==> config.mk <==
export PLATFORM = sky130hd
export DESIGN_NAME = dlb_device_flat
export DESIGN_NICKNAME = d
export VERILOG_FILES = /design/src/hdl/dlb_pkg.sv /design/src/hdl/dlb_link_if.sv /design/src/hdl/dlb_device.sv /design/src/flat_wrapper.sv
export VERILOG_INCLUDE_DIRS = /design/src /design/src/hdl
export SDC_FILE = /design/constraint.sdc
export NUM_CORES = 1
export LEC_CHECK = 0
export BUFFER_PORTS_ARGS = -buffer_cell sky130_fd_sc_hd__buf_2
export CORE_ASPECT_RATIO = 1.1
export CORE_MARGIN = 10
export CORE_UTILIZATION = 45
export DETAILED_ROUTE_END_ITERATION = 7
export GPL_TIMING_DRIVEN = 0
export PLACE_DENSITY = 0.76
export SETUP_SLACK_MARGIN = 0.1
export SLEW_MARGIN = 20
export SYNTH_ARGS = -nofsm -noshare
export SYNTH_HDL_FRONTEND = slang
export SYNTH_SLANG_ARGS = --single-unit
==> constraint.sdc <==
create_clock -name mclk -period 1.97 [get_ports mclk]
set_input_delay 0.2955 -clock mclk [delete_from_list [all_inputs] [get_ports mclk]]
set_output_delay 0.2955 -clock mclk [all_outputs]
set_load 0.1 [all_outputs]
==> src/hdl/dlb_defines.svh <==
/*
  Offsets, field positions, reset values and timing counts of the bridge.
  Assumes a 20 MHz mclk on both ends and inclusion by bare name.
*/
`ifndef DLB_DEFINES_SVH
`define DLB_DEFINES_SVH

`define DLB_ADDR_SRST 8'h09
`define DLB_ADDR_PLL 8'h0D
`define DLB_ADDR_LANES 8'h10
`define DLB_ADDR_FMT 8'h18
`define DLB_ADDR_MODE 8'h30
`define DLB_ADDR_ERR 8'hE5

`define DLB_BIT_SRST 0
`define DLB_BIT_PLL 0
`define DLB_BIT_RUN 7
`define DLB_BIT_B_LAYOUT 0
`define DLB_BIT_A_LAYOUT 1
`define DLB_BIT_A_WIDE 3

`define DLB_ERR_CLEAR_ALL 8'hFF
`define DLB_ERR_NONE 8'h00
`define DLB_RST_LANES 2'h3
`define DLB_RST_ERR 8'h00

`define DLB_FRAME_BITS 5'h11
`define DLB_ADDR_DONE_BITS 5'h08
`define DLB_LINK_HALF 4
`define DLB_LINK_HALF_MIN 4

`define DLB_PIX_MIN_MHZ 25
`define DLB_PIX_MAX_MHZ 154

`define DLB_MCLK_KHZ 20000
`define DLB_T_RESET_MS 10
`define DLB_T_EN_MS 10
`define DLB_T_PLL_MS 10
`define DLB_T_SRST_MS 10
`define DLB_T_STREAM_MS 5
`define DLB_T_CLEAR_MS 1
`define DLB_MS_TO_CYC(ms) ((ms) * `DLB_MCLK_KHZ)

`endif

==> src/hdl/dlb_pkg.sv <==
/*
  Types shared by both ends of the bridge link.
  Assumes nothing beyond a SystemVerilog compiler.
*/
package dlb_pkg;

  typedef enum logic [1:0] {
    DLB_OUT_SINGLE,
    DLB_OUT_DUAL,
    DLB_OUT_SPLIT
  } dlb_out_mode_e;

  typedef enum logic [3:0] {
    DLB_H_IDLE,
    DLB_H_LANES,
    DLB_H_EN_LOW,
    DLB_H_EN_WAIT,
    DLB_H_CFG,
    DLB_H_PLL,
    DLB_H_PLL_WAIT,
    DLB_H_SRST,
    DLB_H_SRST_WAIT,
    DLB_H_STREAM_WAIT,
    DLB_H_CLEAR,
    DLB_H_CLEAR_WAIT,
    DLB_H_CHECK,
    DLB_H_RUN
  } dlb_host_state_e;

  typedef logic [23:0] dlb_pixel_t;

endpackage : dlb_pkg

==> src/hdl/dlb_link_if.sv <==
/*
  Pins between the controlling host and the bridge.
  Assumes the testbench joins one host and one device through it.
*/
`timescale 1ns/10ps
`default_nettype none

interface dlb_link_if;
  logic en;
  logic clk_hs;
  logic data_lp11;
  logic link_clk;
  logic cs_n;
  logic sda;
  logic sdo;
  logic pix_valid;
  logic [23:0] pix_data;
  logic hsync;
  logic vsync;

  modport host (
    output en, output clk_hs, output data_lp11, output link_clk, output cs_n, output sda,
    output pix_valid, output pix_data, output hsync, output vsync, input sdo
  );

  modport device (
    input en, input clk_hs, input data_lp11, input link_clk, input cs_n, input sda,
    input pix_valid, input pix_data, input hsync, input vsync, output sdo
  );
endinterface : dlb_link_if

`default_nettype wire

==> src/hdl/dlb_device.sv <==
/*
  Bridge end: pin synchronisers, serial configuration slave, error flags
  and the pixel formatter that feeds the two output links.
  Assumes the video lines share mclk with the host; the enable, lane-state
  and serial pins are asynchronous and are synchronised here.
*/
//
// Overview of operation
// - Enable low: shutdown, inputs ignored, outputs high-Z.
// - Host holds enable low at least 10 ms.
// - Clock lane HS, data lanes LP11 during reset.
// - Program all registers; bridge idle until then.
// - Host sets PLL enable, waits 10 ms.
// - Host sets soft reset, waits 10 ms.
// - Host starts HS stream, waits 5 ms.
// - Writing all-ones to error register clears flags.
// - Nonzero error readback restarts from lane step.
// - Host may lengthen every wait.
// - Dual link: odd pixels A, even B.
// - No video: zero pixels, syncs still carried.
// - Per-link format bit; alternate puts LSBs on pair four.
// - First format puts colour MSBs on pair four.
// - Link A narrow mode drops pair four: MSBs in first format, LSBs in alternate.
// - One to four lanes, 1 Gbps each.
// - Pixel clock between 25 and 154 MHz.
// - Dual, split or single link; four pairs each.
`timescale 1ns/10ps
`default_nettype none

`include "dlb_defines.svh"

module dlb_device
  import dlb_pkg::*;
#(
  parameter int PIXEL_CLK_MHZ = `DLB_PIX_MIN_MHZ
) (
  input wire logic mclk,
  input wire logic srst,
  dlb_link_if.device lnk,
  output logic [27:0] lvds_a,
  output logic [27:0] lvds_b,
  output logic lvds_strobe,
  output logic lvds_oe_n,
  output logic operating
);

  if (PIXEL_CLK_MHZ < `DLB_PIX_MIN_MHZ || PIXEL_CLK_MHZ > `DLB_PIX_MAX_MHZ) begin : g_bad_clk
    $error("pixel clock outside supported range");
  end

  // Pair four sits on the top seven bits; syncs and enable ride pair three.
  function automatic logic [27:0] dlb_pack(input dlb_pixel_t p, input logic hs, input logic vs,
                                           input logic de, input logic lsb_fmt, input logic wide);
    logic [5:0] r6;
    logic [5:0] g6;
    logic [5:0] b6;
    logic [6:0] y3;
    r6 = lsb_fmt ? p[23:18] : p[21:16];
    g6 = lsb_fmt ? p[15:10] : p[13:8];
    b6 = lsb_fmt ? p[7:2] : p[5:0];
    y3 = lsb_fmt ? {1'b0, p[1:0], p[9:8], p[17:16]} : {1'b0, p[7:6], p[15:14], p[23:22]};
    if (!wide) begin
      y3 = 7'h00;
    end
    return {y3, de, vs, hs, b6[5:2], b6[1:0], g6[5:1], g6[0], r6};
  endfunction : dlb_pack

  logic [5:0] pin_meta_reg;
  logic [5:0] pin_sync_reg;
  logic sclk_d_reg;
  logic [4:0] bit_cnt_reg;
  logic [16:0] shift_in_reg;
  logic [7:0] rd_sh_reg;
  logic pll_en_reg;
  logic reset_done_reg;
  logic a_layout_reg;
  logic b_layout_reg;
  logic a_wide_reg;
  logic [1:0] lanes_reg;
  dlb_out_mode_e mode_reg;
  logic [7:0] err_reg;
  logic [7:0] err_next;
  logic par_reg;
  dlb_pixel_t hold_reg;
  logic hs_d_reg;
  logic [27:0] lvds_a_reg;
  logic [27:0] lvds_b_reg;
  logic strobe_reg;

  wire [5:0] pin_raw = {lnk.en, lnk.clk_hs, lnk.data_lp11, lnk.link_clk, lnk.cs_n, lnk.sda};

  always_ff @(posedge mclk) begin
    if (srst) begin
      pin_meta_reg <= 6'h00;
      pin_sync_reg <= 6'h00;
    end else begin
      pin_meta_reg <= pin_raw;
      pin_sync_reg <= pin_meta_reg;
    end
  end

  wire en_s = pin_sync_reg[5];
  wire clkhs_s = pin_sync_reg[4];
  wire lp11_s = pin_sync_reg[3];
  wire sclk_s = pin_sync_reg[2];
  wire cs_s = pin_sync_reg[1];
  wire sda_s = pin_sync_reg[0];

  // enable low is a full reset
  wire hold = srst | ~en_s;
  wire sclk_rise = sclk_s & ~sclk_d_reg;
  wire frame_live = ~cs_s & sclk_rise;
  wire addr_done = frame_live & (bit_cnt_reg == `DLB_ADDR_DONE_BITS);
  wire data_phase = frame_live & (bit_cnt_reg > `DLB_ADDR_DONE_BITS);
  wire last_bit = frame_live & (bit_cnt_reg == (`DLB_FRAME_BITS - 5'h01));
  wire wr_fire = last_bit & ~shift_in_reg[15];
  wire [7:0] wr_addr = shift_in_reg[14:7];
  wire [7:0] wr_data = {shift_in_reg[6:0], sda_s};
  wire [7:0] rd_addr = {shift_in_reg[6:0], sda_s};

  wire wr_srst = wr_fire & (wr_addr == `DLB_ADDR_SRST) & wr_data[`DLB_BIT_SRST];
  wire wr_pll = wr_fire & (wr_addr == `DLB_ADDR_PLL);
  wire wr_lanes = wr_fire & (wr_addr == `DLB_ADDR_LANES);
  wire wr_fmt = wr_fire & (wr_addr == `DLB_ADDR_FMT);
  wire wr_mode = wr_fire & (wr_addr == `DLB_ADDR_MODE) & (wr_data[1:0] != 2'h3);
  wire wr_err = wr_fire & (wr_addr == `DLB_ADDR_ERR);

  wire run = en_s & pll_en_reg & reset_done_reg;

  wire [7:0] rd_value =
    (rd_addr == `DLB_ADDR_PLL) ? {run, 6'h00, pll_en_reg} :
    (rd_addr == `DLB_ADDR_LANES) ? {6'h00, lanes_reg} :
    (rd_addr == `DLB_ADDR_FMT) ? {4'h0, a_wide_reg, 1'b0, a_layout_reg, b_layout_reg} :
    (rd_addr == `DLB_ADDR_MODE) ? {6'h00, mode_reg} :
    (rd_addr == `DLB_ADDR_ERR) ? err_reg : 8'h00;

  always_ff @(posedge mclk) begin
    if (hold) begin
      sclk_d_reg <= 1'b0;
      bit_cnt_reg <= 5'h00;
      shift_in_reg <= 17'h00000;
      rd_sh_reg <= 8'h00;
    end else begin
      sclk_d_reg <= sclk_s;
      if (cs_s) begin
        bit_cnt_reg <= 5'h00;
      end else if (sclk_rise) begin
        bit_cnt_reg <= bit_cnt_reg + 5'h01;
        shift_in_reg <= {shift_in_reg[15:0], sda_s};
      end
      if (addr_done) begin
        rd_sh_reg <= rd_value;
      end else if (data_phase) begin
        rd_sh_reg <= {rd_sh_reg[6:0], 1'b0};
      end
    end
  end

  // lane count held for the receiver
  always_ff @(posedge mclk) begin
    if (hold) begin
      pll_en_reg <= 1'b0;
      reset_done_reg <= 1'b0;
      a_layout_reg <= 1'b0;
      b_layout_reg <= 1'b0;
      a_wide_reg <= 1'b0;
      lanes_reg <= `DLB_RST_LANES;
      mode_reg <= DLB_OUT_SINGLE;
    end else begin
      if (wr_pll) begin
        pll_en_reg <= wr_data[`DLB_BIT_PLL];
      end
      // A soft reset only takes when the PLL already runs.
      if (wr_pll & ~wr_data[`DLB_BIT_PLL]) begin
        reset_done_reg <= 1'b0;
      end else if (wr_srst) begin
        reset_done_reg <= pll_en_reg;
      end
      if (wr_fmt) begin
        a_layout_reg <= wr_data[`DLB_BIT_A_LAYOUT];
        b_layout_reg <= wr_data[`DLB_BIT_B_LAYOUT];
        a_wide_reg <= wr_data[`DLB_BIT_A_WIDE];
      end
      if (wr_lanes) begin
        lanes_reg <= wr_data[1:0];
      end
      if (wr_mode) begin
        mode_reg <= dlb_out_mode_e'(wr_data[1:0]);
      end
    end
  end

  wire ev_early = lnk.pix_valid & en_s & ~run;
  wire ev_lp = lnk.pix_valid & en_s & lp11_s;
  wire ev_clk = run & ~clkhs_s;
  wire [7:0] clear_mask = wr_err ? wr_data : 8'h00;

  // clear by mask, new events win
  always_comb begin
    err_next = (err_reg & ~clear_mask) | {5'h00, ev_clk, ev_lp, ev_early};
  end

  always_ff @(posedge mclk) begin
    if (hold) begin
      err_reg <= `DLB_RST_ERR;
    end else begin
      err_reg <= err_next;
    end
  end

  wire in_valid = lnk.pix_valid & run;
  wire hs = lnk.hsync & en_s;
  wire vs = lnk.vsync & en_s;
  wire dual = (mode_reg == DLB_OUT_DUAL);
  wire single = (mode_reg == DLB_OUT_SINGLE);
  wire dlb_pixel_t px = in_valid ? lnk.pix_data : 24'h000000;
  wire dlb_pixel_t a_src = (dual & par_reg) ? hold_reg : px;
  // odd pixel waits for its even partner
  wire emits = ~dual | (in_valid == par_reg);
  wire [27:0] a_word = dlb_pack(a_src, hs, vs, in_valid, a_layout_reg, a_wide_reg);
  wire [27:0] b_word = single ? 28'h0000000 : dlb_pack(px, hs, vs, in_valid, b_layout_reg, 1'b1);
  wire line_start = hs & ~hs_d_reg;

  always_ff @(posedge mclk) begin
    if (hold) begin
      par_reg <= 1'b0;
      hold_reg <= 24'h000000;
      hs_d_reg <= 1'b0;
      lvds_a_reg <= 28'h0000000;
      lvds_b_reg <= 28'h0000000;
      strobe_reg <= 1'b0;
    end else begin
      hs_d_reg <= hs;
      strobe_reg <= emits;
      if (emits) begin
        lvds_a_reg <= a_word;
        lvds_b_reg <= b_word;
      end
      if (line_start | ~dual) begin
        par_reg <= 1'b0;
      end else if (in_valid) begin
        par_reg <= ~par_reg;
        hold_reg <= lnk.pix_data;
      end
    end
  end

  assign lvds_a = lvds_a_reg;
  assign lvds_b = lvds_b_reg;
  assign lvds_strobe = strobe_reg;
  assign lvds_oe_n = ~en_s;
  assign operating = run;
  assign lnk.sdo = rd_sh_reg[7];

endmodule : dlb_device

`default_nettype wire

==> src/flat_wrapper.sv <==
// flat-port wrapper written by rule: the top's interface ports become plain ports
module dlb_device_flat import dlb_pkg::*;
#(
  parameter int PIXEL_CLK_MHZ = `DLB_PIX_MIN_MHZ
)
  (mclk, srst, lvds_a, lvds_b, lvds_strobe, lvds_oe_n, operating, lnk_en, lnk_clk_hs, lnk_data_lp11, lnk_link_clk, lnk_cs_n, lnk_sda, lnk_pix_valid, lnk_pix_data, lnk_hsync, lnk_vsync, lnk_sdo);
  dlb_link_if lnk_i ();
  input wire logic mclk;
  input wire logic srst;
  output logic [27:0] lvds_a;
  output logic [27:0] lvds_b;
  output logic lvds_strobe;
  output logic lvds_oe_n;
  output logic operating;
  input wire logic [$bits(lnk_i.en)-1:0] lnk_en;
  input wire logic [$bits(lnk_i.clk_hs)-1:0] lnk_clk_hs;
  input wire logic [$bits(lnk_i.data_lp11)-1:0] lnk_data_lp11;
  input wire logic [$bits(lnk_i.link_clk)-1:0] lnk_link_clk;
  input wire logic [$bits(lnk_i.cs_n)-1:0] lnk_cs_n;
  input wire logic [$bits(lnk_i.sda)-1:0] lnk_sda;
  input wire logic [$bits(lnk_i.pix_valid)-1:0] lnk_pix_valid;
  input wire logic [$bits(lnk_i.pix_data)-1:0] lnk_pix_data;
  input wire logic [$bits(lnk_i.hsync)-1:0] lnk_hsync;
  input wire logic [$bits(lnk_i.vsync)-1:0] lnk_vsync;
  output wire logic [$bits(lnk_i.sdo)-1:0] lnk_sdo;
  assign lnk_i.en = lnk_en;
  assign lnk_i.clk_hs = lnk_clk_hs;
  assign lnk_i.data_lp11 = lnk_data_lp11;
  assign lnk_i.link_clk = lnk_link_clk;
  assign lnk_i.cs_n = lnk_cs_n;
  assign lnk_i.sda = lnk_sda;
  assign lnk_i.pix_valid = lnk_pix_valid;
  assign lnk_i.pix_data = lnk_pix_data;
  assign lnk_i.hsync = lnk_hsync;
  assign lnk_i.vsync = lnk_vsync;
  assign lnk_sdo = lnk_i.sdo;
  dlb_device #(.PIXEL_CLK_MHZ(PIXEL_CLK_MHZ)) u_core (.mclk(mclk), .srst(srst), .lnk(lnk_i), .lvds_a(lvds_a), .lvds_b(lvds_b), .lvds_strobe(lvds_strobe), .lvds_oe_n(lvds_oe_n), .operating(operating));
endmodule
==> flow_metrics.tcl <==
set metrics [dict create \
    drt-vias-per-instance 5.84 \
    finalCritPeriodShare 0.926 \
    ys_warn_count 0 \
    rrSetupSlack_ns 0.15 \
    cts_buffer_depth 2 \
    synth_area_leaders "dfxtp_1 (45%), a221o_1 (7.1%), nand2_1 (6.4%)" \
    dp_hpwl_um 12900 \
    initial_core_util 0.464 \
    synthAdderAreaFrac 0.00403 \
    end_kind "register" \
    ys_types 65 \
    reg2reg_from "u_core.mode_reg[0]" \
    rsz0062_at_grt "true" \
    netlist_top_cells_count "dfxtp_1 (140), nand2_1 (106), a21oi_1 (63)" \
    numCtsBuffers 17 \
    slew_viol_final 0 \
    r2r_cells 6 \
    status "finished clean" \
    max_freq_mhz 548 \
    min_path_type "in -> reg" \
    cts.sinks 140 \
    max_stage_delay_ns 0.43 \
    nNetsFinal 812 \
    grt_max_degree 17 \
    ir_worst_vdd_v 0.000512 \
    cp.required_ns 2.29 \
    rows 44 \
    synthMuxAreaShare 0.0524 \
    p_leak_uw 0.00286 \
    first_iter_violations 550 \
    hold_violations 0 \
    die_h_um 143 \
    drc 0 \
    setup_violations 0 \
    skew_ns 0.0100 \
    async_flop_share 0 \
    cts_tree "yes" \
    drive_gt1_frac 0.251 \
    cp.arrival_ns 2.15 \
    critical_path_buf_inv_count 3 \
    synth_cells 656 \
    worstMarginPinSlew_ns 0.776 \
    gp_congestion 0.911 \
    cpMostUsedCell "buf_6" \
    slew-limit-headroom 0.483 \
    avgSynthCellArea_um2 9.47 \
    crit_slowest_cell "a221o_1" \
    cts_max_level 4 \
    port_buffers 92 \
    clkTransAtPathRegs_ns 0.06 \
    cp_max_fo 10 \
    grt_pass1_vias 5483 \
    gr-total-overflow 0 \
    antenna_cells 0 \
    hold_depth 2 \
    synth_top_area_share 0.451 \
    fp.dieW_um 132 \
    ios 95 \
    reg2reg_to "u_core.lvds_a[13]" \
    synth_most_common_cell "dfxtp_1" \
    clock_latency_ns 0.43 \
    grt_pass1_wl_um 28300 \
    synth_seq_cells 140 \
    critical-path-top-delay-family "compound AO/OA/AOI/OAI gates" \
    powerDensity_mw_per_mm2 828 \
    synth_compound_area_frac 0.241 \
    period_minus_slack_ns 1.82 \
    setup_tns_ns 0 \
    first_pass_iters 5 \
    antenna_found_initial 0 \
    synth-edff-count 0 \
    critPathKind "reg -> reg" \
    fin_util 0.574 \
    synthesis.area_mm2 0.00621 \
    ctsHoldBuffers 0 \
    hold_end "u_core.pin_meta_reg[4]" \
    ys_seq_area_frac 0.451 \
    wl_per_cell_um 18.5 \
    vias 5676 \
    wl_um 18000 \
    dieArea_mm2 0.0189 \
    hold_path_startpoint "lnk_clk_hs" \
    coreArea_mm2 0.0134 \
    syn2layout_area_growth_pct 23.7 \
    synthXorXnorAreaFrac 0.00564 \
    root_buffer "clkbuf_16" \
    grtUsageTotal 0.182 \
    yosys.area_share.simple 0.185 \
    synth_top_family_by_area "compound AO/OA/AOI/OAI gates" \
    cp-start-kind "register" \
    path_cells "buf_6 > and3b_1 > buf_6 > clkbuf_1 > a221o_1 > a32o_1" \
    yosysTopAreaCell "dfxtp_1" \
    ys.flop_type "dfxtp_1" \
    drv_cap 0 \
    antenna_left 0 \
]
[cell families (layout without fill, tap and decap cells)]
kind of cell | after synthesis | after routing
xor+xnor | 4 | 4
buf+inv | 65 | 196
flops | 140 | 140
mux | 30 | 30
compound gates | 196 | 196
fa+ha+maj | 2 | 2
simple gates | 218 | 218
other cells | 1 | 2
[area by class of cell]
type	count	area, µm²
fillers	1171	5690
multi-input cells	452	3120
flip-flops and latches	140	2800
repair buffers	99	528
clock buffers	19	453
plain buffers	58	358
well taps	184	230
clock inverters	13	166
inverters	7	26.3
[stage by stage]
| stage | worst slack (ns) | hold WS, ns | instance area (µm²) | total power (µW) | cells |
|---|---|---|---|---|---|
| 2_1_floorplan | -0.0469 | 0.367 | 6220 | 3010 | 657 |
| 4_1_cts | 0.114 | 0.0640 | 7550 | 6400 | 966 |
| 3_5_place_dp | -0.0685 | 0.417 | 6910 | 3110 | 933 |
| 5_1_grt | 0.0897 | 0.0750 | 7680 | 6520 | 972 |
| 3_3_place_gp | -0.0496 | 0.417 | 6910 | 3110 | 933 |
| 6_report | 0.145 | 0.0736 | 7680 | 6360 | 972 |
[power by group]
| group | switching [µW] | internal (µW) | total, µW |
|---|---|---|---|
| combinational | 141 | 58.9 | 200 |
| clock | 1250 | 2060 | 3310 |
| sequential | 5.80 | 2840 | 2850 |
[worst reg2reg max path: cells and delay by family (launching register included)]
family,cells,cell delay (ns)
buffers and inverters,3,0.54
AO/OA/AOI/OAI,2,0.69
AND/OR/NAND/NOR,1,0.20
flip-flops,1,0.31
[layer usage]
metal | part of all wire | global-route usage | vias to the layer above
met2 | 0.47 | 0.301 | 259
li1 | - | - | 2693
met4 | 0.029 | 0.0943 | 0
met5 | 0 | 0 | -
met3 | 0.078 | 0.0526 | 46
met1 | 0.42 | 0.211 | 2678
[worst max path at each step]
stage                           start                       to  slack, ns  cells past startpoint
6_report           u_core.mode_reg[0]        u_core.lvds_a[13]       0.15                      6
5_1_grt         u_core.bit_cnt_reg[1]        u_core.err_reg[0]       0.09                      7
4_1_cts         u_core.bit_cnt_reg[0]        u_core.err_reg[0]       0.11                      6
3_5_place_dp                     srst      u_core.a_layout_reg      -0.07                      6
3_3_place_gp                     srst  u_core.shift_in_reg[15]      -0.05                      6
2_1_floorplan  u_core.pin_sync_reg[5]        u_core.lvds_a[25]      -0.05                      6
[layout by cell type (no fill, tap or decap), types with 9 or more instances in the layout]
cell	n
dfxtp_1	140
mux2i_1	28
buf_4	13
clkbuf_16	17
a21oi_1	63
nor2b_1	16
and3_1	9
clkbuf_2	10
a221o_1	44
nand2_1	106
o2bb2ai_1	23
clkbuf_1	14
o21ai_0	15
nor2_1	15
buf_6	9
buf_2	108
a32o_1	23
nand3_1	17
[repair_timing]
action                                  4_1_cts  5_1_grt
resized for setup                             4       26
hold endpoints to repair                      0        0
pin swaps                                     1        3
setup buffers                                 1        6
endpoints found under the setup margin       27       77
No activity file was read; power rests on OpenSTA's default activity.
